**src/kcg_pkg.sv**
```systemverilog
`default_nettype none

package kcg_pkg;
	localparam int          CLK_HZ             = 25_000_000;
	localparam int          TYPEMATIC_DELAY_MS = 500;
	localparam int          REPEAT_RATE_MIN_HZ = 10;
	localparam int          REPEAT_RATE_MAX_HZ = 12;
	localparam int          USB_BIT_RATE_HZ    = 1_500_000;
	// held longer than the delay: exact multiple, so no rounding needed
	localparam int          TYPEMATIC_DELAY_CYCLES = (CLK_HZ / 1000) * TYPEMATIC_DELAY_MS;
	// midpoint of the allowed rate band keeps both limits met
	localparam int          REPEAT_PERIOD_CYCLES =
		(2 * CLK_HZ) / (REPEAT_RATE_MIN_HZ + REPEAT_RATE_MAX_HZ);
	localparam int          USB_BIT_DIV        = CLK_HZ / USB_BIT_RATE_HZ;
	localparam int          CNT_W              = 24;
	localparam int          DIV_W              = 5;
	localparam int          QUEUE_DEPTH        = 16;
	localparam int          QUEUE_AW           = 4;
	localparam int          USB_FRAME_BITS     = 16;
	localparam int          USB_STUFF_RUN      = 6;
	localparam logic [7:0]  BREAK_PREFIX       = 8'hF0;
	localparam logic [7:0]  OVERRUN_CODE       = 8'h00;
	localparam logic [7:0]  SELFCHECK_OK_CODE  = 8'hAA;
	localparam logic [7:0]  USB_SYNC_PATTERN   = 8'h80;
	localparam logic [6:0]  PAUSE_POS          = 7'h10;

	typedef enum logic [1:0] {SRC_NONE, SRC_SELFCHECK, SRC_REPEAT, SRC_QUEUE} kcg_src_e;
	typedef enum logic [1:0] {OVR_SRC_IDLE, OVR_SRC_SEND} kcg_unused_e;
	typedef enum logic [1:0] {USB_IDLE, USB_SEND, USB_EOP} kcg_usb_e;
endpackage

`default_nettype wire

```
**src/kcg_queue_if.sv**
```systemverilog
`default_nettype none

interface kcg_queue_if;
	logic       push;
	logic [7:0] push_data;
	logic       pop;
	logic [7:0] head;
	logic       empty;
	logic [4:0] free;

	modport store (input push, push_data, pop, output head, empty, free);
	modport user  (output push, push_data, pop, input head, empty, free);
endinterface

`default_nettype wire

```
**src/kcg_byte_queue.sv**
```systemverilog
`default_nettype none

module kcg_byte_queue
	import kcg_pkg::*;
(
	// clock and reset
	input  wire logic   core_clk_i,
	input  wire logic   rst_i,
	// queue port
	kcg_queue_if.store  q
);
	logic [7:0]          mem [QUEUE_DEPTH];
	logic [QUEUE_AW-1:0] wr_ptr;
	logic [QUEUE_AW-1:0] rd_ptr;
	logic [4:0]          count;
	logic                do_push;
	logic                do_pop;

	// push beyond full is refused here; the producer checks free first
	assign do_push = q.push && (count != 5'(QUEUE_DEPTH));
	assign do_pop  = q.pop && (count != 5'h00);

	assign q.head  = mem[rd_ptr];
	assign q.empty = (count == 5'h00);
	assign q.free  = 5'(QUEUE_DEPTH) - count;

	always_ff @(posedge core_clk_i) begin
		if (do_push) begin
			mem[wr_ptr] <= q.push_data;
		end
	end

	always_ff @(posedge core_clk_i) begin
		if (rst_i) begin
			wr_ptr <= '0;
			rd_ptr <= '0;
			count  <= '0;
		end else begin
			if (do_push) begin
				wr_ptr <= wr_ptr + 4'h1;
			end
			if (do_pop) begin
				rd_ptr <= rd_ptr + 4'h1;
			end
			if (do_push && !do_pop) begin
				count <= count + 5'h01;
			end else if (do_pop && !do_push) begin
				count <= count - 5'h01;
			end
		end
	end
endmodule

`default_nettype wire

```
**src/kcg_keystroke_gen.sv**
```systemverilog
`default_nettype none

module kcg_keystroke_gen
	import kcg_pkg::*;
#(
	parameter int TYPEMATIC_DELAY_CYC = TYPEMATIC_DELAY_CYCLES,
	parameter int REPEAT_PERIOD_CYC   = REPEAT_PERIOD_CYCLES
) (
	// clock and reset
	input  wire logic       core_clk_i,
	input  wire logic       rst_i,
	// key events from the matrix scanner
	input  wire logic       key_event_i,
	input  wire logic       key_down_i,
	input  wire logic [7:0] key_code_i,
	input  wire logic [6:0] key_pos_i,
	input  wire logic       key_shortcut_i,
	// variant strap pin
	input  wire logic       usb_mode_i,
	// byte stream to the serial framer
	input  wire logic       host_ready_i,
	output logic [7:0]      byte_o,
	output logic            byte_valid_o,
	// usb line
	output logic            usb_nrzi_o,
	output logic            usb_oe_o
);
	import kcg_pkg::*;

	kcg_queue_if q ();

	kcg_byte_queue u_queue (
		.core_clk_i (core_clk_i),
		.rst_i      (rst_i),
		.q          (q)
	);

	function automatic logic fits(input logic [4:0] free, input logic [1:0] need,
		input logic held);
		fits = {1'b0, free} >= ({4'h0, need} + {5'h00, held});
	endfunction

	logic              mode_s1;
	logic              mode_s2;
	logic              mode_s3;
	logic              usb_mode;
	logic              hold_valid;
	logic [7:0]        hold_data;
	logic              overrun_pending;
	logic              selfcheck_pending;
	logic              rep_active;
	logic              rep_first;
	logic              rep_pending;
	logic [7:0]        rep_code;
	logic [CNT_W-1:0]  rep_cnt;
	logic              is_pause;
	logic              no_repeat;
	logic [1:0]        need;
	logic              accept;
	logic              overflow;
	kcg_src_e          src;
	logic [7:0]        src_byte;
	logic              slot_free;
	logic              take;
	kcg_usb_e          usb_state;
	logic [DIV_W-1:0]  div_cnt;
	logic              bit_en;
	logic [15:0]       usb_shift;
	logic [4:0]        usb_bits;
	logic [2:0]        ones_run;

	// three-flop pin sync; mode moves only when the last two stages agree
	always_ff @(posedge core_clk_i) begin
		if (rst_i) begin
			mode_s1  <= 1'b0;
			mode_s2  <= 1'b0;
			mode_s3  <= 1'b0;
			usb_mode <= 1'b0;
		end else begin
			mode_s1 <= usb_mode_i;
			mode_s2 <= mode_s1;
			mode_s3 <= mode_s2;
			if (mode_s2 == mode_s3) begin
				usb_mode <= mode_s3;
			end
		end
	end

	always_comb begin
		is_pause  = (key_pos_i == PAUSE_POS);
		no_repeat = is_pause || key_shortcut_i;
		if (key_down_i) begin
			need = 2'd1;
		end else if (is_pause) begin
			need = 2'd0;
		end else begin
			need = 2'd2;
		end
		// a sequence is taken only whole; otherwise it turns into an overrun
		accept   = key_event_i && !overrun_pending && !hold_valid && (need != 2'd0)
			&& fits(q.free, need, 1'b0);
		overflow = key_event_i && !overrun_pending && !hold_valid && (need != 2'd0)
			&& !accept;
	end

	// queue feed: first byte of a sequence, then the held second byte
	always_comb begin
		q.push      = hold_valid || accept;
		q.push_data = hold_valid ? hold_data : (key_down_i ? key_code_i : BREAK_PREFIX);
	end

	always_ff @(posedge core_clk_i) begin
		if (rst_i) begin
			hold_valid <= 1'b0;
			hold_data  <= 8'h00;
		end else begin
			hold_valid <= accept && !key_down_i;
			if (accept) begin
				hold_data <= key_code_i;
			end
		end
	end

	// overrun: the code stands in for the lost byte, scans dropped until it is sent
	always_ff @(posedge core_clk_i) begin
		if (rst_i) begin
			overrun_pending <= 1'b0;
		end else if (overflow) begin
			overrun_pending <= 1'b1;
		end else if (take && src == SRC_NONE) begin
			overrun_pending <= 1'b0;
		end
	end

	always_ff @(posedge core_clk_i) begin
		if (rst_i) begin
			selfcheck_pending <= 1'b1;
		end else if (take && src == SRC_SELFCHECK) begin
			selfcheck_pending <= 1'b0;
		end
	end

	// typematic: only the latest pressed key is tracked, so earlier ones stop
	always_ff @(posedge core_clk_i) begin
		if (rst_i) begin
			rep_active  <= 1'b0;
			rep_first   <= 1'b0;
			rep_pending <= 1'b0;
			rep_code    <= 8'h00;
			rep_cnt     <= '0;
		end else begin
			if (take && src == SRC_REPEAT) begin
				rep_pending <= 1'b0;
			end
			if (key_event_i && key_down_i) begin
				rep_active  <= !no_repeat;
				rep_code    <= key_code_i;
				rep_first   <= 1'b1;
				rep_cnt     <= '0;
				rep_pending <= 1'b0;
			end else if (key_event_i && rep_active && key_code_i == rep_code) begin
				rep_active  <= 1'b0;
				rep_pending <= 1'b0;
			end else if (rep_active) begin
				if (rep_cnt == CNT_W'((rep_first ? TYPEMATIC_DELAY_CYC : REPEAT_PERIOD_CYC) - 1))
				begin
					rep_cnt     <= '0;
					rep_first   <= 1'b0;
					rep_pending <= 1'b1;
				end else begin
					rep_cnt <= rep_cnt + 1'b1;
				end
			end
		end
	end

	// source priority: responses and repeats bypass the queue; overrun goes last
	always_comb begin
		if (selfcheck_pending) begin
			src      = SRC_SELFCHECK;
			src_byte = SELFCHECK_OK_CODE;
		end else if (rep_pending) begin
			src      = SRC_REPEAT;
			src_byte = rep_code;
		end else if (!q.empty) begin
			src      = SRC_QUEUE;
			src_byte = q.head;
		end else begin
			src      = SRC_NONE;
			src_byte = OVERRUN_CODE;
		end
		slot_free = usb_mode ? (usb_state == USB_IDLE) : (!byte_valid_o || host_ready_i);
		take      = slot_free && (src != SRC_NONE || overrun_pending);
		q.pop     = take && (src == SRC_QUEUE);
	end

	always_ff @(posedge core_clk_i) begin
		if (rst_i) begin
			byte_valid_o <= 1'b0;
			byte_o       <= 8'h00;
		end else if (!usb_mode && slot_free) begin
			byte_valid_o <= take;
			if (take) begin
				byte_o <= src_byte;
			end
		end else if (usb_mode) begin
			byte_valid_o <= 1'b0;
		end
	end

	// bit-rate enable for the usb line
	always_ff @(posedge core_clk_i) begin
		if (rst_i || usb_state == USB_IDLE) begin
			div_cnt <= '0;
			bit_en  <= 1'b0;
		end else if (div_cnt == DIV_W'(USB_BIT_DIV - 1)) begin
			div_cnt <= '0;
			bit_en  <= 1'b1;
		end else begin
			div_cnt <= div_cnt + 1'b1;
			bit_en  <= 1'b0;
		end
	end

	// sync then data, lsb first, nrzi with a stuffed transition after six ones;
	// end of packet: the last level is driven for its own bit time only, then the line is released
	always_ff @(posedge core_clk_i) begin
		if (rst_i) begin
			usb_state  <= USB_IDLE;
			usb_shift  <= 16'h0000;
			usb_bits   <= '0;
			ones_run   <= '0;
			usb_nrzi_o <= 1'b1;
			usb_oe_o   <= 1'b0;
		end else begin
			case (usb_state)
				USB_IDLE: begin
					usb_nrzi_o <= 1'b1;
					usb_oe_o   <= 1'b0;
					if (usb_mode && take) begin
						usb_shift <= {src_byte, USB_SYNC_PATTERN};
						usb_bits  <= '0;
						ones_run  <= '0;
						usb_oe_o  <= 1'b1;
						usb_state <= USB_SEND;
					end
				end
				USB_SEND: begin
					if (bit_en) begin
						if (ones_run == 3'(USB_STUFF_RUN)) begin
							usb_nrzi_o <= !usb_nrzi_o;
							ones_run   <= '0;
						end else begin
							if (!usb_shift[0]) begin
								usb_nrzi_o <= !usb_nrzi_o;
								ones_run   <= '0;
							end else begin
								ones_run <= ones_run + 3'h1;
							end
							usb_shift <= {1'b0, usb_shift[15:1]};
							usb_bits  <= usb_bits + 5'h01;
							if (usb_bits == 5'(USB_FRAME_BITS - 1)) begin
								usb_state <= USB_EOP;
							end
						end
					end
				end
				USB_EOP: begin
					if (bit_en) begin
						usb_oe_o   <= 1'b0;
						usb_nrzi_o <= 1'b1;
						usb_state  <= USB_IDLE;
					end
				end
				default: begin
					usb_state <= USB_IDLE;
				end
			endcase
		end
	end
endmodule

`default_nettype wire

```
**config.mk**
```make
export PLATFORM = sky130hd
export DESIGN_NAME = kcg_keystroke_gen
export DESIGN_NICKNAME = d
export VERILOG_FILES = /design/src/kcg_pkg.sv /design/src/kcg_queue_if.sv /design/src/kcg_byte_queue.sv /design/src/kcg_keystroke_gen.sv
export SDC_FILE = /design/constraint.sdc
export NUM_CORES = 1
export LEC_CHECK = 0
export BUFFER_PORTS_ARGS = -buffer_cell sky130_fd_sc_hd__buf_2
export CAP_MARGIN = 20
export CELL_PAD_IN_SITES_DETAIL_PLACEMENT = 0
export CELL_PAD_IN_SITES_GLOBAL_PLACEMENT = 1
export CORE_MARGIN = 5
export CORE_UTILIZATION = 35
export CTS_CLUSTER_SIZE = 16
export DETAILED_ROUTE_END_ITERATION = 12
export PLACE_DENSITY_LB_ADDON = 0.25
export REMOVE_ABC_BUFFERS = 1
export SLEW_MARGIN = 0
export SYNTH_ARGS = -nofsm -noshare
export SYNTH_HDL_FRONTEND = slang
export SYNTH_SLANG_ARGS = --single-unit
```
**constraint.sdc**
```tcl
create_clock -name core_clk_i -period 7.35 [get_ports core_clk_i]
set_input_delay 0.735 -clock core_clk_i [delete_from_list [all_inputs] [get_ports core_clk_i]]
set_output_delay 0.735 -clock core_clk_i [all_outputs]
set_load 0.02 [all_outputs]
```
==> flow_summary_export.csv <==
group,metric,value,unit
outcome,status,"finished clean",
timing,rsz0062_at_grt,"false",
timing,finalClockSkew,16.2,ps
logic_synthesis,seq_area_frac_synth,0.592,
setup_path,critical_path_buf_inv_count,3,
layout,syn2layout_area_growth,14.3,%
setup_path,cp_cell_sequence,"inv_1, ha_1, nor3b_1, ha_1, nand2b_1, a221oi_1, o31a_1, inv_1, ha_1, inv_1, ha_1, nor2b_1, o21a_1, or3_1, a21oi_1, xnor2_1, nor2_1",
grt,overflow,0,
timing,finalCriticalPeriod,3990,ps
power_and_ir_drop,irDropWorstVdd,166,uV
grt,grt_max_degree,83,
clocking,cts-buffers-inserted,27,
logic_synthesis,synth_top_flop_cell,"edfxtp_1",
place,place_congestion,0.765,
setup_path,startpoint,"u_queue.count[0]$_SDFFE_PP0P_",
logic_synthesis,synthTopCellsByArea,"edfxtp_1, dfxtp_1, mux4_2, nor2_1, ha_1",
logic_synthesis,synthAdderAreaFrac,0.0289,
setup_path,worstPathMaxFanout,11,
clocking,cts_tree,"done",
timing,finalHoldViolCount,0,
timing,whs,441,ps
clocking,htree_num_levels,1,
logic_synthesis,synth-async-reset-ratio,0,
power_and_ir_drop,power_leakage,3.91,nW
logic_synthesis,yosysMostFrequentCell,"edfxtp_1",
logic_synthesis,synth.top_cell.area_share,0.376,
timing,slew_viol_final,0,
setup_path,cp_common_cell,"ha_1",
floorplanning,num_rows,62,
route,postRouteAntennaNets,0,
clocking,ctsHoldBuffers,0,
logic_synthesis,syn_avg_cell_area,11.9,um^2
setup_path,cp-end-kind,"register",
logic_synthesis,synthSimpleGateAreaFrac,0.155,
layout,drive_gt1_frac,0.150,
setup_path,start_kind,"register",
floorplanning,boundaryPins,33,
clocking,path_clk_slew,50,ps
timing,setup_viol,0,
setup_path,required,7730,ps
route,viasPerCell,5.07,
logic_synthesis,synth_xor_xnor_area_share,0.0317,
clocking,max-clock-path-buffers,3,
min_path,min_path_type,"reg -> reg",
timing,max_clock_freq,251,MHz
min_path,min_from,"mode_s1$_SDFF_PP0_",
setup_path,arrival,4370,ps
logic_synthesis,synth_cell_types,54,
grt,grt_first_pass_wirelength,37.1,mm
logic_synthesis,synth_compound_area_frac,0.0766,
logic_synthesis,yosys_warnings,0,
clocking,clk_latency,530,ps
logic_synthesis,synth_edf_count,128,
logic_synthesis,yosysTopAreaCell,"edfxtp_1",
place,port_buffers,32,
floorplanning,chipWidth,181,um
route,wl_per_cell,17.7,um
place,dp_hpwl,15.1,mm
route,drt-pass1-iter-count,7,
floorplanning,die_h,181,um
grt,antenna_found_initial,0,
route,routed_wl,22.9,mm
clocking,postCtsSetupBuffers,0,
layout,diodes,0,
clocking,root_buffer,"clkbuf_16",
power_and_ir_drop,pwr_density_cell,306,nW/um^2
timing,slew_headroom,0.361,
floorplanning,coreArea,28800,um^2
run,cap_violations,0,
logic_synthesis,synth_top_family_by_area,"simple AND/OR/NAND/NOR gates",
layout,finalNetCount,939,
timing,tightest_slew,955,ps
clocking,cts-resized-gates,0,
timing,finalCritPeriodShare,0.543,
floorplanning,die-area,32700,um^2
route,drtIter0Drc,351,
grt,track_usage,0.140,
setup_path,slowest_delay,430,ps
floorplanning,initial_utilization,0.355,
route,drc,0,
route,vias,6570,
grt,grt_pass1_vias,6585,
logic_synthesis,synth_commonest_cells,"edfxtp_1, dfxtp_1, nor2_1, nand2_1, a21oi_1",
logic_synthesis,synth_seq_cells,238,
setup_path,timing.rr.start,"u_queue.count[0]$_SDFFE_PP0P_",
place,dp_cells,1244,
setup_path,cp_slowest_cell,"o31a_1",
clocking,cts.sinks,238,
timing,fin_setup_tns,0,ps
logic_synthesis,synth_area,10200,um^2
setup_path,critPathKind,"reg -> reg",
logic_synthesis,muxShareOfSynthArea,0.0874,
layout,final_cell_count_no_fill,1296,
logic_synthesis,synth_cells,860,
setup_path,cp_top_family,"compound AO/OA/AOI/OAI gates",
-- kinds of logic (layout without fill, tap and decap cells) --
group / after synthesis / after routing
and+or+nand+nor: 312 / 312
buffers and inverters: 74 / 126
AOI/OAI and AO/OA: 126 / 126
muxes: 50 / 50
DFF: 238 / 238
xor gates and xnor gates: 37 / 37
adders and majority gates: 23 / 23
-- path summary, 6_finish.rpt --
check                                   to  slack (ps)  cells after the start
max          u_queue.count[4]$_SDFFE_PP0P_        3360                     17
min                     mode_s2$_SDFF_PP0_         440                      1
max reg2reg  u_queue.count[4]$_SDFFE_PP0P_        3360                     17
min reg2reg             mode_s2$_SDFF_PP0_         440                      1
-- cell usage in the layout, fill, tap and decap left out, types with 11 or more instances in the layout --
| master | count |
|---|---|
| a21oi_1 | 51 |
| and2_1 | 15 |
| buf_2 | 33 |
| buf_4 | 19 |
| clkbuf_16 | 27 |
| dfxtp_1 | 109 |
| edfxtp_1 | 128 |
| ha_1 | 22 |
| inv_1 | 26 |
| mux2i_1 | 15 |
| mux4_2 | 31 |
| nand2_1 | 66 |
| nand3_1 | 24 |
| nand4_1 | 11 |
| nor2_1 | 84 |
| nor2b_1 | 15 |
| nor3_1 | 19 |
| nor4_1 | 20 |
| o21ai_0 | 27 |
| or3_1 | 14 |
| xnor2_1 | 29 |
-- worst reg2reg max path: stages (launching register included) --
cell	delay, ps
dfxtp_1	420
inv_1	130
ha_1	230
nor3b_1	150
ha_1	290
nand2b_1	60
a221oi_1	330
o31a_1	430
inv_1	200
ha_1	270
inv_1	140
ha_1	260
nor2b_1	130
o21a_1	170
or3_1	300
a21oi_1	170
xnor2_1	130
nor2_1	50
-- per-stage QoR --
stage | power [mW] | instance area (um^2) | utilization | setup slack (ps)
floorplan | 2.08 | 10000 | - | 3490
global placement | 2.28 | 10800 | 0.374 | 2980
detailed placement | 2.29 | 10800 | 0.375 | 2860
CTS | 3.62 | 11600 | 0.405 | 3310
global route | 3.77 | 11700 | 0.406 | 2950
finish | 3.57 | 11700 | 0.406 | 3360
-- where the power goes --
group	internal (mW)	leakage, nW	switching, mW	total, mW
clock	0.788	0.428	0.524	1.31
sequential	1.51	2.05	0.0523	1.56
combinational	0.299	1.43	0.397	0.696
total	2.60	3.91	0.973	3.57
-- layout make-up --
| type | count | area [um^2] |
|---|---|---|
| Multi-Input combinational cell | 548 | 3880 |
| Timing Repair Buffer | 53 | 313 |
| Clock inverter | 14 | 154 |
| Inverter | 26 | 97.6 |
| Clock buffer | 33 | 708 |
| Tap cell | 384 | 480 |
| Fill cell | 2718 | 17100 |
| Sequential cell | 238 | 6050 |
-- sequential cells by signal, indices dropped and copies added (netlist names), 3 cells and up, named ones only --
signal          cells
div_cnt             5
rep_cnt            24
ones_run            3
u_queue.rd_ptr      4
hold_data           8
usb_shift          16
byte_o              8
u_queue.wr_ptr      4
u_queue.count       5
u_queue.mem       128
usb_bits            5
rep_code            8
-- per-layer routing --
| layer | GRT usage | up-vias | part of all wire |
|---|---|---|---|
| li1 | - | 3232 | - |
| met1 | 0.191 | 3221 | 0.46 |
| met2 | 0.236 | 85 | 0.49 |
| met3 | 0.0243 | 32 | 0.034 |
| met4 | 0.0269 | 0 | 0.015 |
| met5 | 0 | - | 0 |
Power figures use the tool's default switching activity.
